**src/core/agp_cap_pkg.sv**
```systemverilog
/*
 * Constants for the AGP capability and port status registers:
 * offsets, field positions, fixed codes, reset images and states.
 * Assumes nothing of its surroundings.
 */
`default_nettype none

package agp_cap_pkg;

	// ----------------------------------------------------------------
	// Register offsets in configuration space
	// ----------------------------------------------------------------
	localparam logic [7:0]  CAP_IDENTIFIER_OFFSET = 8'ha0;
	localparam logic [7:0]  PORT_STATUS_OFFSET    = 8'ha4;

	// ----------------------------------------------------------------
	// Capability identifier fields
	// ----------------------------------------------------------------
	localparam int          MAJOR_REV_LSB   = 20;
	localparam int          MINOR_REV_LSB   = 16;
	localparam int          NEXT_PTR_LSB    = 8;
	localparam int          CAP_ID_LSB      = 0;
	localparam logic [3:0]  MAJOR_REV_VALUE = 4'h2;
	localparam logic [3:0]  MINOR_REV_VALUE = 4'h0;
	localparam logic [7:0]  NEXT_PTR_VALUE  = 8'h00;
	localparam logic [7:0]  CAP_ID_VALUE    = 8'h02;

	// ----------------------------------------------------------------
	// Port capability status fields
	// ----------------------------------------------------------------
	localparam int          DEPTH_LSB           = 24;
	localparam int          DEPTH_LOW_WIDTH     = 6;
	localparam int          SIDEBAND_BIT        = 9;
	localparam int          LARGE_ADDRESS_BIT   = 5;
	localparam int          FAST_WRITE_BIT      = 4;
	localparam int          RATE_LSB            = 0;
	localparam logic [7:0]  DEPTH_RESET         = 8'h1f;
	localparam logic [0:0]  SIDEBAND_VALUE      = 1'h1;
	localparam logic [0:0]  LARGE_ADDRESS_VALUE = 1'h0;
	localparam logic [0:0]  FAST_WRITE_VALUE    = 1'h1;
	localparam logic [2:0]  RATE_CAPABILITY     = 3'h7;
	localparam logic [2:0]  RATE_NONE           = 3'h0;

	// ----------------------------------------------------------------
	// Reset images of both registers
	// ----------------------------------------------------------------
	localparam logic [31:0] CAP_IDENTIFIER_RESET = 32'h00200002;
	localparam logic [31:0] PORT_STATUS_RESET    = 32'h1f000217;

	// ----------------------------------------------------------------
	// Request depth selections from the port control register
	// ----------------------------------------------------------------
	typedef enum logic [2:0] {
		DEPTH_SEL_32 = 3'b000,
		DEPTH_SEL_16 = 3'b001,
		DEPTH_SEL_8  = 3'b010,
		DEPTH_SEL_4  = 3'b011,
		DEPTH_SEL_2  = 3'b100,
		DEPTH_SEL_1  = 3'b101
	} depth_sel_t;

	// ----------------------------------------------------------------
	// Configuration access states
	// ----------------------------------------------------------------
	typedef enum logic [1:0] {
		CFG_IDLE   = 2'b00,
		CFG_ANSWER = 2'b01
	} cfg_state_t;

endpackage

`default_nettype wire

```
**src/core/agp_cap_link_if.sv**
```systemverilog
/*
 * Carrier between the register bank and its two helpers.
 * Assumes one clock domain; all signals are plain levels.
 */
`timescale 1ns/1ps
`default_nettype none

interface agp_cap_link_if;
	logic [2:0] depth_select;
	logic [7:0] depth_field;
	logic       depth_valid;
	logic [2:0] rate_select;
	logic       fast_write_enable;
	logic [2:0] ad_rate;
	logic [2:0] sba_rate;
	logic [2:0] fw_rate;
	logic       rate_valid;

	modport bank (
		output depth_select,
		input  depth_field,
		input  depth_valid,
		output rate_select,
		output fast_write_enable,
		input  ad_rate,
		input  sba_rate,
		input  fw_rate,
		input  rate_valid
	);

	modport depth_map (
		input  depth_select,
		output depth_field,
		output depth_valid
	);

	modport rate_fan (
		input  rate_select,
		input  fast_write_enable,
		output ad_rate,
		output sba_rate,
		output fw_rate,
		output rate_valid
	);
endinterface

`default_nettype wire

```
**src/core/agp_capability_status_regs.sv**
```systemverilog
/*
 * Read-only AGP capability identifier and port capability status
 * registers, answered over a simple configuration access port.
 * Assumes the request depth and rate selections come from control
 * registers on the same clock, and that a requester holds nothing
 * after its request is taken.
 */
// Operation
// RULE1 - Major revision field reads constant 0010, revision 2.x.
// RULE2 - Minor revision field reads zero, giving revision 2.0.
// RULE3 - Next capability pointer reads zero, ending the list.
// RULE4 - Low byte reads capability ID 02h for AGP registers.
// RULE5 - Depth field mirrors programmed depth, upper bits zero, reset 1Fh.
// RULE6 - Reported depth is only 32, 16, 8, 4, 2 or 1.
// RULE7 - Sideband addressing bit always reads one.
// RULE8 - Large address bit always reads zero.
// RULE9 - Fast write bit always reads one.
// RULE10 - Rate field reports 1x, 2x and 4x supported after reset.
// RULE11 - Selected rate applies to data bus, sideband and fast writes.
// RULE12 - Writes ignored; reserved bits read zero.
`timescale 1ns/1ps
`default_nettype none

module agp_capability_status_regs
	import agp_cap_pkg::*;
(
	input  wire logic        clock,
	input  wire logic        reset_n,
	input  wire logic        cfg_req,
	input  wire logic        cfg_write,
	input  wire logic [7:0]  cfg_addr,
	input  wire logic [3:0]  cfg_be,
	output logic             cfg_ack,
	output logic [31:0]      cfg_rdata,
	input  wire logic [2:0]  depth_select,
	input  wire logic [2:0]  rate_select,
	input  wire logic        fast_write_enable,
	output logic [2:0]       ad_rate,
	output logic [2:0]       sba_rate,
	output logic [2:0]       fw_rate,
	output logic             depth_select_invalid,
	output logic             rate_select_invalid
);

	// ----------------------------------------------------------------
	// Helpers
	// ----------------------------------------------------------------
	agp_cap_link_if link ();

	request_depth_map u_depth_map (
		.link (link.depth_map)
	);

	transfer_rate_fanout u_rate_fanout (
		.link (link.rate_fan)
	);

	assign link.depth_select      = depth_select;
	assign link.rate_select       = rate_select;
	assign link.fast_write_enable = fast_write_enable;

	// ----------------------------------------------------------------
	// State
	// ----------------------------------------------------------------
	cfg_state_t  state_r;
	cfg_state_t  state_nxt;
	logic [31:0] rdata_r;
	logic [31:0] rdata_nxt;
	logic [7:0]  depth_r;
	logic [7:0]  depth_nxt;
	logic        depth_bad_r;
	logic        depth_bad_nxt;
	logic [2:0]  ad_rate_r;
	logic [2:0]  ad_rate_nxt;
	logic [2:0]  sba_rate_r;
	logic [2:0]  sba_rate_nxt;
	logic [2:0]  fw_rate_r;
	logic [2:0]  fw_rate_nxt;
	logic        rate_bad_r;
	logic        rate_bad_nxt;

	logic [31:0] cap_identifier_image;
	logic [31:0] port_status_image;
	logic [31:0] selected_word;
	logic [31:0] byte_mask;

	// ----------------------------------------------------------------
	// Request depth tracking
	// ----------------------------------------------------------------
	// Unused selection codes hold the last good depth, so a stray
	// code never shows a depth outside the discrete set.
	always_comb begin
		depth_nxt     = depth_r;
		depth_bad_nxt = ~link.depth_valid;
		if (link.depth_valid) begin
			depth_nxt = link.depth_field; // [RULE5] [RULE6]
		end
	end

	always_ff @(posedge clock) begin
		if (!reset_n) begin
			depth_r     <= DEPTH_RESET; // [RULE5]
			depth_bad_r <= 1'b0;
		end else begin
			depth_r     <= depth_nxt;
			depth_bad_r <= depth_bad_nxt;
		end
	end

	// ----------------------------------------------------------------
	// Transfer rate outputs
	// ----------------------------------------------------------------
	// An unsupported selection keeps the previous data bus and sideband
	// rates, and the fast write rate unless fast writes are disabled,
	// in which case it drops to none, rather than driving a mix of modes.
	always_comb begin
		ad_rate_nxt  = ad_rate_r;
		sba_rate_nxt = sba_rate_r;
		fw_rate_nxt  = fw_rate_r;
		rate_bad_nxt = ~link.rate_valid;
		if (link.rate_valid) begin
			ad_rate_nxt  = link.ad_rate;  // [RULE11]
			sba_rate_nxt = link.sba_rate; // [RULE11]
			fw_rate_nxt  = link.fw_rate;  // [RULE11]
		end else if (!fast_write_enable) begin
			fw_rate_nxt = RATE_NONE;
		end
	end

	always_ff @(posedge clock) begin
		if (!reset_n) begin
			ad_rate_r  <= RATE_NONE;
			sba_rate_r <= RATE_NONE;
			fw_rate_r  <= RATE_NONE;
			rate_bad_r <= 1'b0;
		end else begin
			ad_rate_r  <= ad_rate_nxt;
			sba_rate_r <= sba_rate_nxt;
			fw_rate_r  <= fw_rate_nxt;
			rate_bad_r <= rate_bad_nxt;
		end
	end

	// ----------------------------------------------------------------
	// Register images
	// ----------------------------------------------------------------
	always_comb begin
		cap_identifier_image = 32'h0; // [RULE12]
		cap_identifier_image[MAJOR_REV_LSB +: 4] = MAJOR_REV_VALUE; // [RULE1]
		cap_identifier_image[MINOR_REV_LSB +: 4] = MINOR_REV_VALUE; // [RULE2]
		cap_identifier_image[NEXT_PTR_LSB +: 8]  = NEXT_PTR_VALUE;  // [RULE3]
		cap_identifier_image[CAP_ID_LSB +: 8]    = CAP_ID_VALUE;    // [RULE4]
	end

	always_comb begin
		port_status_image = 32'h0; // [RULE12]
		// Upper two bits of the depth byte stay zero
		port_status_image[DEPTH_LSB +: DEPTH_LOW_WIDTH] =
			depth_r[DEPTH_LOW_WIDTH-1:0]; // [RULE5]
		port_status_image[SIDEBAND_BIT]      = SIDEBAND_VALUE[0];      // [RULE7]
		port_status_image[LARGE_ADDRESS_BIT] = LARGE_ADDRESS_VALUE[0]; // [RULE8]
		port_status_image[FAST_WRITE_BIT]    = FAST_WRITE_VALUE[0];    // [RULE9]
		port_status_image[RATE_LSB +: 3]     = RATE_CAPABILITY;        // [RULE10]
	end

	// ----------------------------------------------------------------
	// Address decode and byte lanes
	// ----------------------------------------------------------------
	always_comb begin
		if (cfg_addr == CAP_IDENTIFIER_OFFSET) begin
			selected_word = cap_identifier_image;
		end else if (cfg_addr == PORT_STATUS_OFFSET) begin
			selected_word = port_status_image;
		end else begin
			// Unmapped dwords read zero
			selected_word = 32'h0;
		end
	end

	genvar lane;
	generate
		for (lane = 0; lane < 4; lane++) begin : g_lane
			assign byte_mask[lane*8 +: 8] = {8{cfg_be[lane]}};
		end
	endgenerate

	// ----------------------------------------------------------------
	// Configuration access sequencer
	// ----------------------------------------------------------------
	// One answer per request; a request seen while answering is
	// dropped, so requesters must wait for the acknowledge.
	always_comb begin
		state_nxt = state_r;
		rdata_nxt = rdata_r;
		case (state_r)
			CFG_IDLE: begin
				if (cfg_req) begin
					state_nxt = CFG_ANSWER;
					if (cfg_write) begin
						// Both registers are read only
						rdata_nxt = 32'h0; // [RULE12]
					end else begin
						rdata_nxt = selected_word & byte_mask;
					end
				end
			end
			CFG_ANSWER: begin
				state_nxt = CFG_IDLE;
			end
			default: begin
				state_nxt = CFG_IDLE;
				rdata_nxt = 32'h0;
			end
		endcase
	end

	always_ff @(posedge clock) begin
		if (!reset_n) begin
			state_r <= CFG_IDLE;
			rdata_r <= 32'h0;
		end else begin
			state_r <= state_nxt;
			rdata_r <= rdata_nxt;
		end
	end

	// ----------------------------------------------------------------
	// Outputs
	// ----------------------------------------------------------------
	assign cfg_ack              = (state_r == CFG_ANSWER);
	assign cfg_rdata            = rdata_r;
	assign ad_rate              = ad_rate_r;
	assign sba_rate             = sba_rate_r;
	assign fw_rate              = fw_rate_r;
	assign depth_select_invalid = depth_bad_r;
	assign rate_select_invalid  = rate_bad_r;

endmodule

`default_nettype wire

```
**src/core/request_depth_map.sv**
```systemverilog
/*
 * Maps the request depth selection to the status field value
 * (depth minus one). Purely combinational.
 * Assumes the selection comes from logic on the same clock.
 */
`timescale 1ns/1ps
`default_nettype none

module request_depth_map
	import agp_cap_pkg::*;
(
	agp_cap_link_if.depth_map link
);

	// ----------------------------------------------------------------
	// Discrete depths only
	// ----------------------------------------------------------------
	always_comb begin
		link.depth_valid = 1'b1;
		case (link.depth_select)
			DEPTH_SEL_32: link.depth_field = 8'h1f; // [RULE6]
			DEPTH_SEL_16: link.depth_field = 8'h0f; // [RULE6]
			DEPTH_SEL_8:  link.depth_field = 8'h07; // [RULE6]
			DEPTH_SEL_4:  link.depth_field = 8'h03; // [RULE6]
			DEPTH_SEL_2:  link.depth_field = 8'h01; // [RULE6]
			DEPTH_SEL_1:  link.depth_field = 8'h00; // [RULE6]
			default: begin
				// Unused codes: caller keeps its last depth
				link.depth_field = DEPTH_RESET;
				link.depth_valid = 1'b0;
			end
		endcase
	end

endmodule

`default_nettype wire

```
**src/core/transfer_rate_fanout.sv**
```systemverilog
/*
 * Applies one selected transfer rate to the data bus, the sideband
 * bus and, when enabled, to fast writes. Purely combinational.
 * Assumes the selection is one-hot over 1x, 2x and 4x.
 */
`timescale 1ns/1ps
`default_nettype none

module transfer_rate_fanout
	import agp_cap_pkg::*;
(
	agp_cap_link_if.rate_fan link
);

	logic one_hot;
	logic supported;

	// ----------------------------------------------------------------
	// Same rate on every enabled path
	// ----------------------------------------------------------------
	always_comb begin
		one_hot   = (link.rate_select == 3'h1) ||
		            (link.rate_select == 3'h2) ||
		            (link.rate_select == 3'h4);
		supported = (link.rate_select & ~RATE_CAPABILITY) == 3'h0;
		link.rate_valid = one_hot && supported;
		link.ad_rate    = link.rate_select; // [RULE11]
		link.sba_rate   = link.rate_select; // [RULE11]
		if (link.fast_write_enable) begin
			link.fw_rate = link.rate_select; // [RULE11]
		end else begin
			link.fw_rate = RATE_NONE;
		end
	end

endmodule

`default_nettype wire

```
**config.mk**
```make
export PLATFORM = sky130hd
export DESIGN_NAME = agp_capability_status_regs
export DESIGN_NICKNAME = d
export VERILOG_FILES = /design/src/core/agp_cap_pkg.sv /design/src/core/agp_cap_link_if.sv /design/src/core/agp_capability_status_regs.sv /design/src/core/request_depth_map.sv /design/src/core/transfer_rate_fanout.sv
export SDC_FILE = /design/constraint.sdc
export NUM_CORES = 1
export LEC_CHECK = 0
export ABC_AREA = 1
export ABC_CLOCK_PERIOD_IN_PS = 1330
export BUFFER_PORTS_ARGS = -buffer_cell sky130_fd_sc_hd__clkbuf_2
export CAP_MARGIN = 25
export CORE_AREA = 2 2 56 79
export CTS_CLUSTER_DIAMETER = 30
export DETAILED_ROUTE_END_ITERATION = 12
export DIE_AREA = 0 0 58 81
export PLACE_DENSITY_LB_ADDON = 0.15
export SLEW_MARGIN = 20
export SYNTH_ARGS = -nofsm -noshare
export SYNTH_HDL_FRONTEND = slang
export SYNTH_SLANG_ARGS = --single-unit
```
**constraint.sdc**
```tcl
create_clock -name clock -period 1.33 [get_ports clock]
set_clock_uncertainty 0.15 [all_clocks]
set_input_delay 0.266 -clock clock [delete_from_list [all_inputs] [get_ports clock]]
set_output_delay 0.266 -clock clock [all_outputs]
set_load 0.05 [all_outputs]
```
# == Yosys cells after proc, flatten, opt, wreduce, memory -nomap -nowiden ==
# Cells that the tools add are included.
# op_classes
n_eq_ne,12
n_reduce_logical,7
muxes,10
n_bitwise,4
# op_table
cell,n
2-to-1 mux 32 bit,2
case mux 32 bit (2 select lines),1
AND 32 bit,1
2-to-1 mux 30 bit,1
2-to-1 mux 29 bit,1
case mux 5 bit (5 select lines),1
== test 8 bit (second input constant),2
== test 3 x 2 -> 1 bit (second input constant),3
== test 3 bit (second input constant),3
2-to-1 mux 3 bit,3
== test 3 x 1 -> 1 bit (second input constant),2
OR reduction 6 bit,1
AND reduction 2 bit,2
zero test 3 bit,1
inverter 1 bit,3
zero test 2 bit,1
logical OR 1 bit,2
inequality test 2 x 1 -> 1 bit (second input constant),1
inequality test 2 bit (second input constant),1
2-to-1 mux 1 bit,1
# totals
ff_bits,46
inputBits,23
out_inout_bits,44

# == Longest topological paths before layout ==
# logic_depth
ltp_word,7
depth_mapped,10
mapped_depth_nobuf,10

# == Modules after synthesis ==
# A second synthesis with hierarchy kept.
# unflattened
hier_cells,203
hier_area_um2,1472.7
# modules_own_cells
mod,area_per_inst_um2,instances,cells_per_inst
agp_capability_status_regs,1277.5,1,164
transfer_rate_fanout,100.1,1,20
request_depth_map,95.1,1,19

# == Worst setup path after synthesis ==
# No wires, ideal clock.
# synth_timing
path_type,register to register
startpoint,register state_r[0]
endpoint,"register rdata_r[27], in the netlist cfg_rdata[27]"
path_stages_with_launch,7
setup_time_ns,0.064
setup_slack_ns,-0.028
required_time_ns,1.116
t_arrival_ns,1.144
synth_period_minus_slack_ns,1.358
cell_sequence,dfxtp_1 -> inv_2 -> nand2_1 -> inv_1 -> nor2_1 -> nor2_1 -> nor2_1
# synth_between
elab_chain_len,3
# synth_lines
item,line,rtl
"start, declared",agp_capability_status_regs.sv:65,cfg_state_t state_r;
"start signal, assigned",agp_capability_status_regs.sv:222,state_r <= state_nxt;
zero test 2 bit,agp_capability_status_regs.sv:195,case (state_r)
inequality test 2 bit (no line),n/a,
AND reduction 2 bit (no line),n/a,
"end signal, assigned",agp_capability_status_regs.sv:223,rdata_r <= rdata_nxt;
"end, declared",agp_capability_status_regs.sv:67,logic [31:0] rdata_r;
# Parallel ways exist; a longest one is shown, timed or not.
# A chain may end at the register's enable or synchronous reset.

# == Final worst setup path ==
# layout_timing
startpoint,"register rdata_r[25], in the netlist cfg_rdata[25]"
endpoint,output port cfg_rdata[25]
# layout_lines
item,line,rtl
"end, declared",agp_capability_status_regs.sv:34,"output logic [31:0] cfg_rdata,"
# No word-level cell between the ends.

==> impl_metrics.csv <==
group,metric,value,unit
route,drc,0,
clock_network,cts_root_buf,"clkbuf_8",
sta,slew_viol_final,0,
setup_path,critical_path.startpoint,"cfg_rdata[25]$_SDFFE_PN0P_",
die,core-area,4060,um2
sta,min_period_over_period,0.981,
setup_path,crit_path_top_delay_cell,"dfxtp_1",
pwr,peakVddDrop,0.413,mV
sta,finalHoldViolations,0,
route,dr.pass1.iters,2,
die,die_w,58,um
global_route,grt_max_degree,14,
logic_synthesis,syn_area,1160,um2
pwr,pwr-share-seq,0.478,
outcome,status,"completed",
setup_path,crit_family,"flip-flops",
global_route,grt_pass1_vias,906,
setup_path,path_class,"register to output pin",
logic_synthesis,post_synth.cell_area_avg,7.52,um2
sta,fmaxAchievable,767,MHz
flow_run,cap_viol_max_count,0,
placed_design,post-dp-hpwl,1.93,mm
pwr,power.switching,0.523,mW
setup_path,worst_setup_path_start_kind,"register",
clock_network,postCtsSetupBuffers,0,
logic_synthesis,synthDistinctLibCells,19,
clock_network,cts_tree,"yes",
logic_synthesis,synth-main-ff-cell,"dfxtp_1",
pwr,swShare,0.345,
pwr,p_int,0.993,mW
route,routed_wl,2.31,mm
placed_design,io_buffers,45,
setup_path,r2r_start,"state_r[0]$_SDFFE_PN0P_",
route,num_vias,995,
logic_synthesis,synth_top_cell_by_area,"dfxtp_1",
die,boundaryPins,67,
die,fp.dieH,81,um
logic_synthesis,yosysWarnings,0,
clock_network,clk_pin_slew,0.08,ns
logic_synthesis,yosysTopAreaCellShare,0.397,
finish,final_util,0.341,
finish,drive_above_1_share,0.325,
clock_network,cts_buffers,3,
setup_path,max_stage_delay,0.35,ns
die,dieArea,4700,um2
setup_path,cp.arrival,0.89,ns
logic_synthesis,synthArstFlopShare,0,
pwr,combPwrFrac,0.236,
finish,nets,221,
global_route,grt_pass1_wl,3.76,mm
pwr,power_frac_clock,0.286,
setup_path,path_max_fanout,2,
pwr,leakagePower,0.733,nW
pwr,pwr_density_cell,1090,nW/um2
logic_synthesis,ys_top_cells_by_area,"dfxtp_1 (40%), buf_4 (17%), nand2_1 (11%)",
setup_path,crit_required,0.91,ns
logic_synthesis,synthTopCellsByCount,"nand2_1 (34), buf_4 (26), dfxtp_1 (23)",
global_route,overflow,0,
setup_path,end_kind,"output pin",
die,start_util,0.285,
global_route,grt_util_all_layers,0.103,
finish,design_area,1390,um2
logic_synthesis,synth-seq-cells,23,
die,rows,28,
route,routedWlPerCell,9.55,um
route,first_iter_violations,31,
worst_hold_path,hp-start,"depth_select[0]",
clock_network,cts_sinks,23,
logic_synthesis,ys_seq_area_frac,0.397,
finish,diodes,0,
finish,areaGrowthSynthToFinish,19.5,%
logic_synthesis,synth_edf_count,0,
clock_network,cts_buffer_depth,2,
route,postRouteAntennaNets,0,
setup_path,path_cells,"clkbuf_2",
logic_synthesis,yosysMostFrequentCell,"nand2_1",
finish,n_fill_cell,478,
sta,finalSetupViolations,0,
sta,finalCriticalPeriod,1.30,ns
worst_hold_path,worst_hold_path_type,"primary input to register",
route,viasPerCell,4.11,
clock_network,hold_buffers,0,
global_route,antenna_found_initial,0,
logic_synthesis,synthCells,154,
placed_design,gp_congestion,0.711,
placed_design,post_dp_cell_area,1320,um2
sta,rsz0062_at_grt,"true",
setup_path,crit_buf_inv,1,
clock_network,insertion_delay,0.26,ns
clock_network,cts.htree.levels,1,
[metrics by stage]
step,hold WS [ns],setup TNS [ns],worst slack [ns],power [mW],cells
global placement,0.290,0,0.0831,1.10,238
floorplan,0.214,0,0.000687,1.07,174
finish,0.0835,0,0.0254,1.52,242
detailed placement,0.295,0,0.0605,1.10,238
global route,0.0964,-0.0130,-0.00753,1.59,242
CTS,0.0774,0,0.0104,1.55,242
[cell type report]
type	instances	area, um2	area share
Multi-Input combinational cell	106	499	0.360
Sequential cell	23	463	0.334
Timing Repair Buffer	46	253	0.182
Inverter	18	67.6	0.0488
Tap cell	45	56.3	0.0407
Clock buffer	3	41.3	0.0298
Clock inverter	1	5.00	0.00361
[metal layers]
layer  GRT usage  routed length, um  vias to the layer above
met5           0                  0                        -
met4      0.0349                 18                        0
met1       0.107                914                      440
met2       0.198               1210                       36
met3      0.0255                170                        2
li1            -                  -                      517
[sequential cells by signal, indices dropped and copies added, names as in the netlist]
register              flops
cfg_rdata                 9
depth_r                   5
depth_select_invalid      1
fw_rate                   3
rate_select_invalid       1
sba_rate                  3
state_r                   1
[cell usage in the layout, fill, tap and decap left out, drive strengths merged]
cell    instances
clkbuf         41
nand2          37
dfxtp          23
nor2           22
conb           21
inv            18
a21oi          11
buf             8
nand3           5
nand4           4
o21ai           3
o211ai          2
nand3b          1
clkinv          1
[kinds of logic after synthesis]
kind of cell           synth area share
other                           0.00324
AO/OA/AOI/OAI                    0.0767
AND/OR/NAND/NOR                   0.286
buffers and inverters             0.237
flip-flops                        0.397
[final timing paths]
path / end / slack, ns / cells past startpoint
setup reg to reg: cfg_rdata[28]$_SDFFE_PN0P_ / 0.18 / 7
hold reg to reg: depth_r[1]$_SDFFE_PN1N_ / 0.30 / 2
setup / recovery: cfg_rdata[25] / 0.03 / 1
hold / removal: depth_r[2]$_SDFFE_PN1N_ / 0.08 / 2
[power groups by stage]
stage / Combinational, mW / Clock, mW / Sequential [mW]
after global routing: 0.384 / 0.481 / 0.728
final: 0.357 / 0.434 / 0.724
after global placement: 0.355 / 0 / 0.741
after floorplan: 0.283 / 0 / 0.787
after detailed placement: 0.354 / 0 / 0.742
after CTS: 0.361 / 0.459 / 0.725
[timing repair]
action	CTS	global route
gates resized for setup	6	11
endpoints found under the setup margin	6	11
pin swaps	0	0
(Power assumes the default switching activity.)
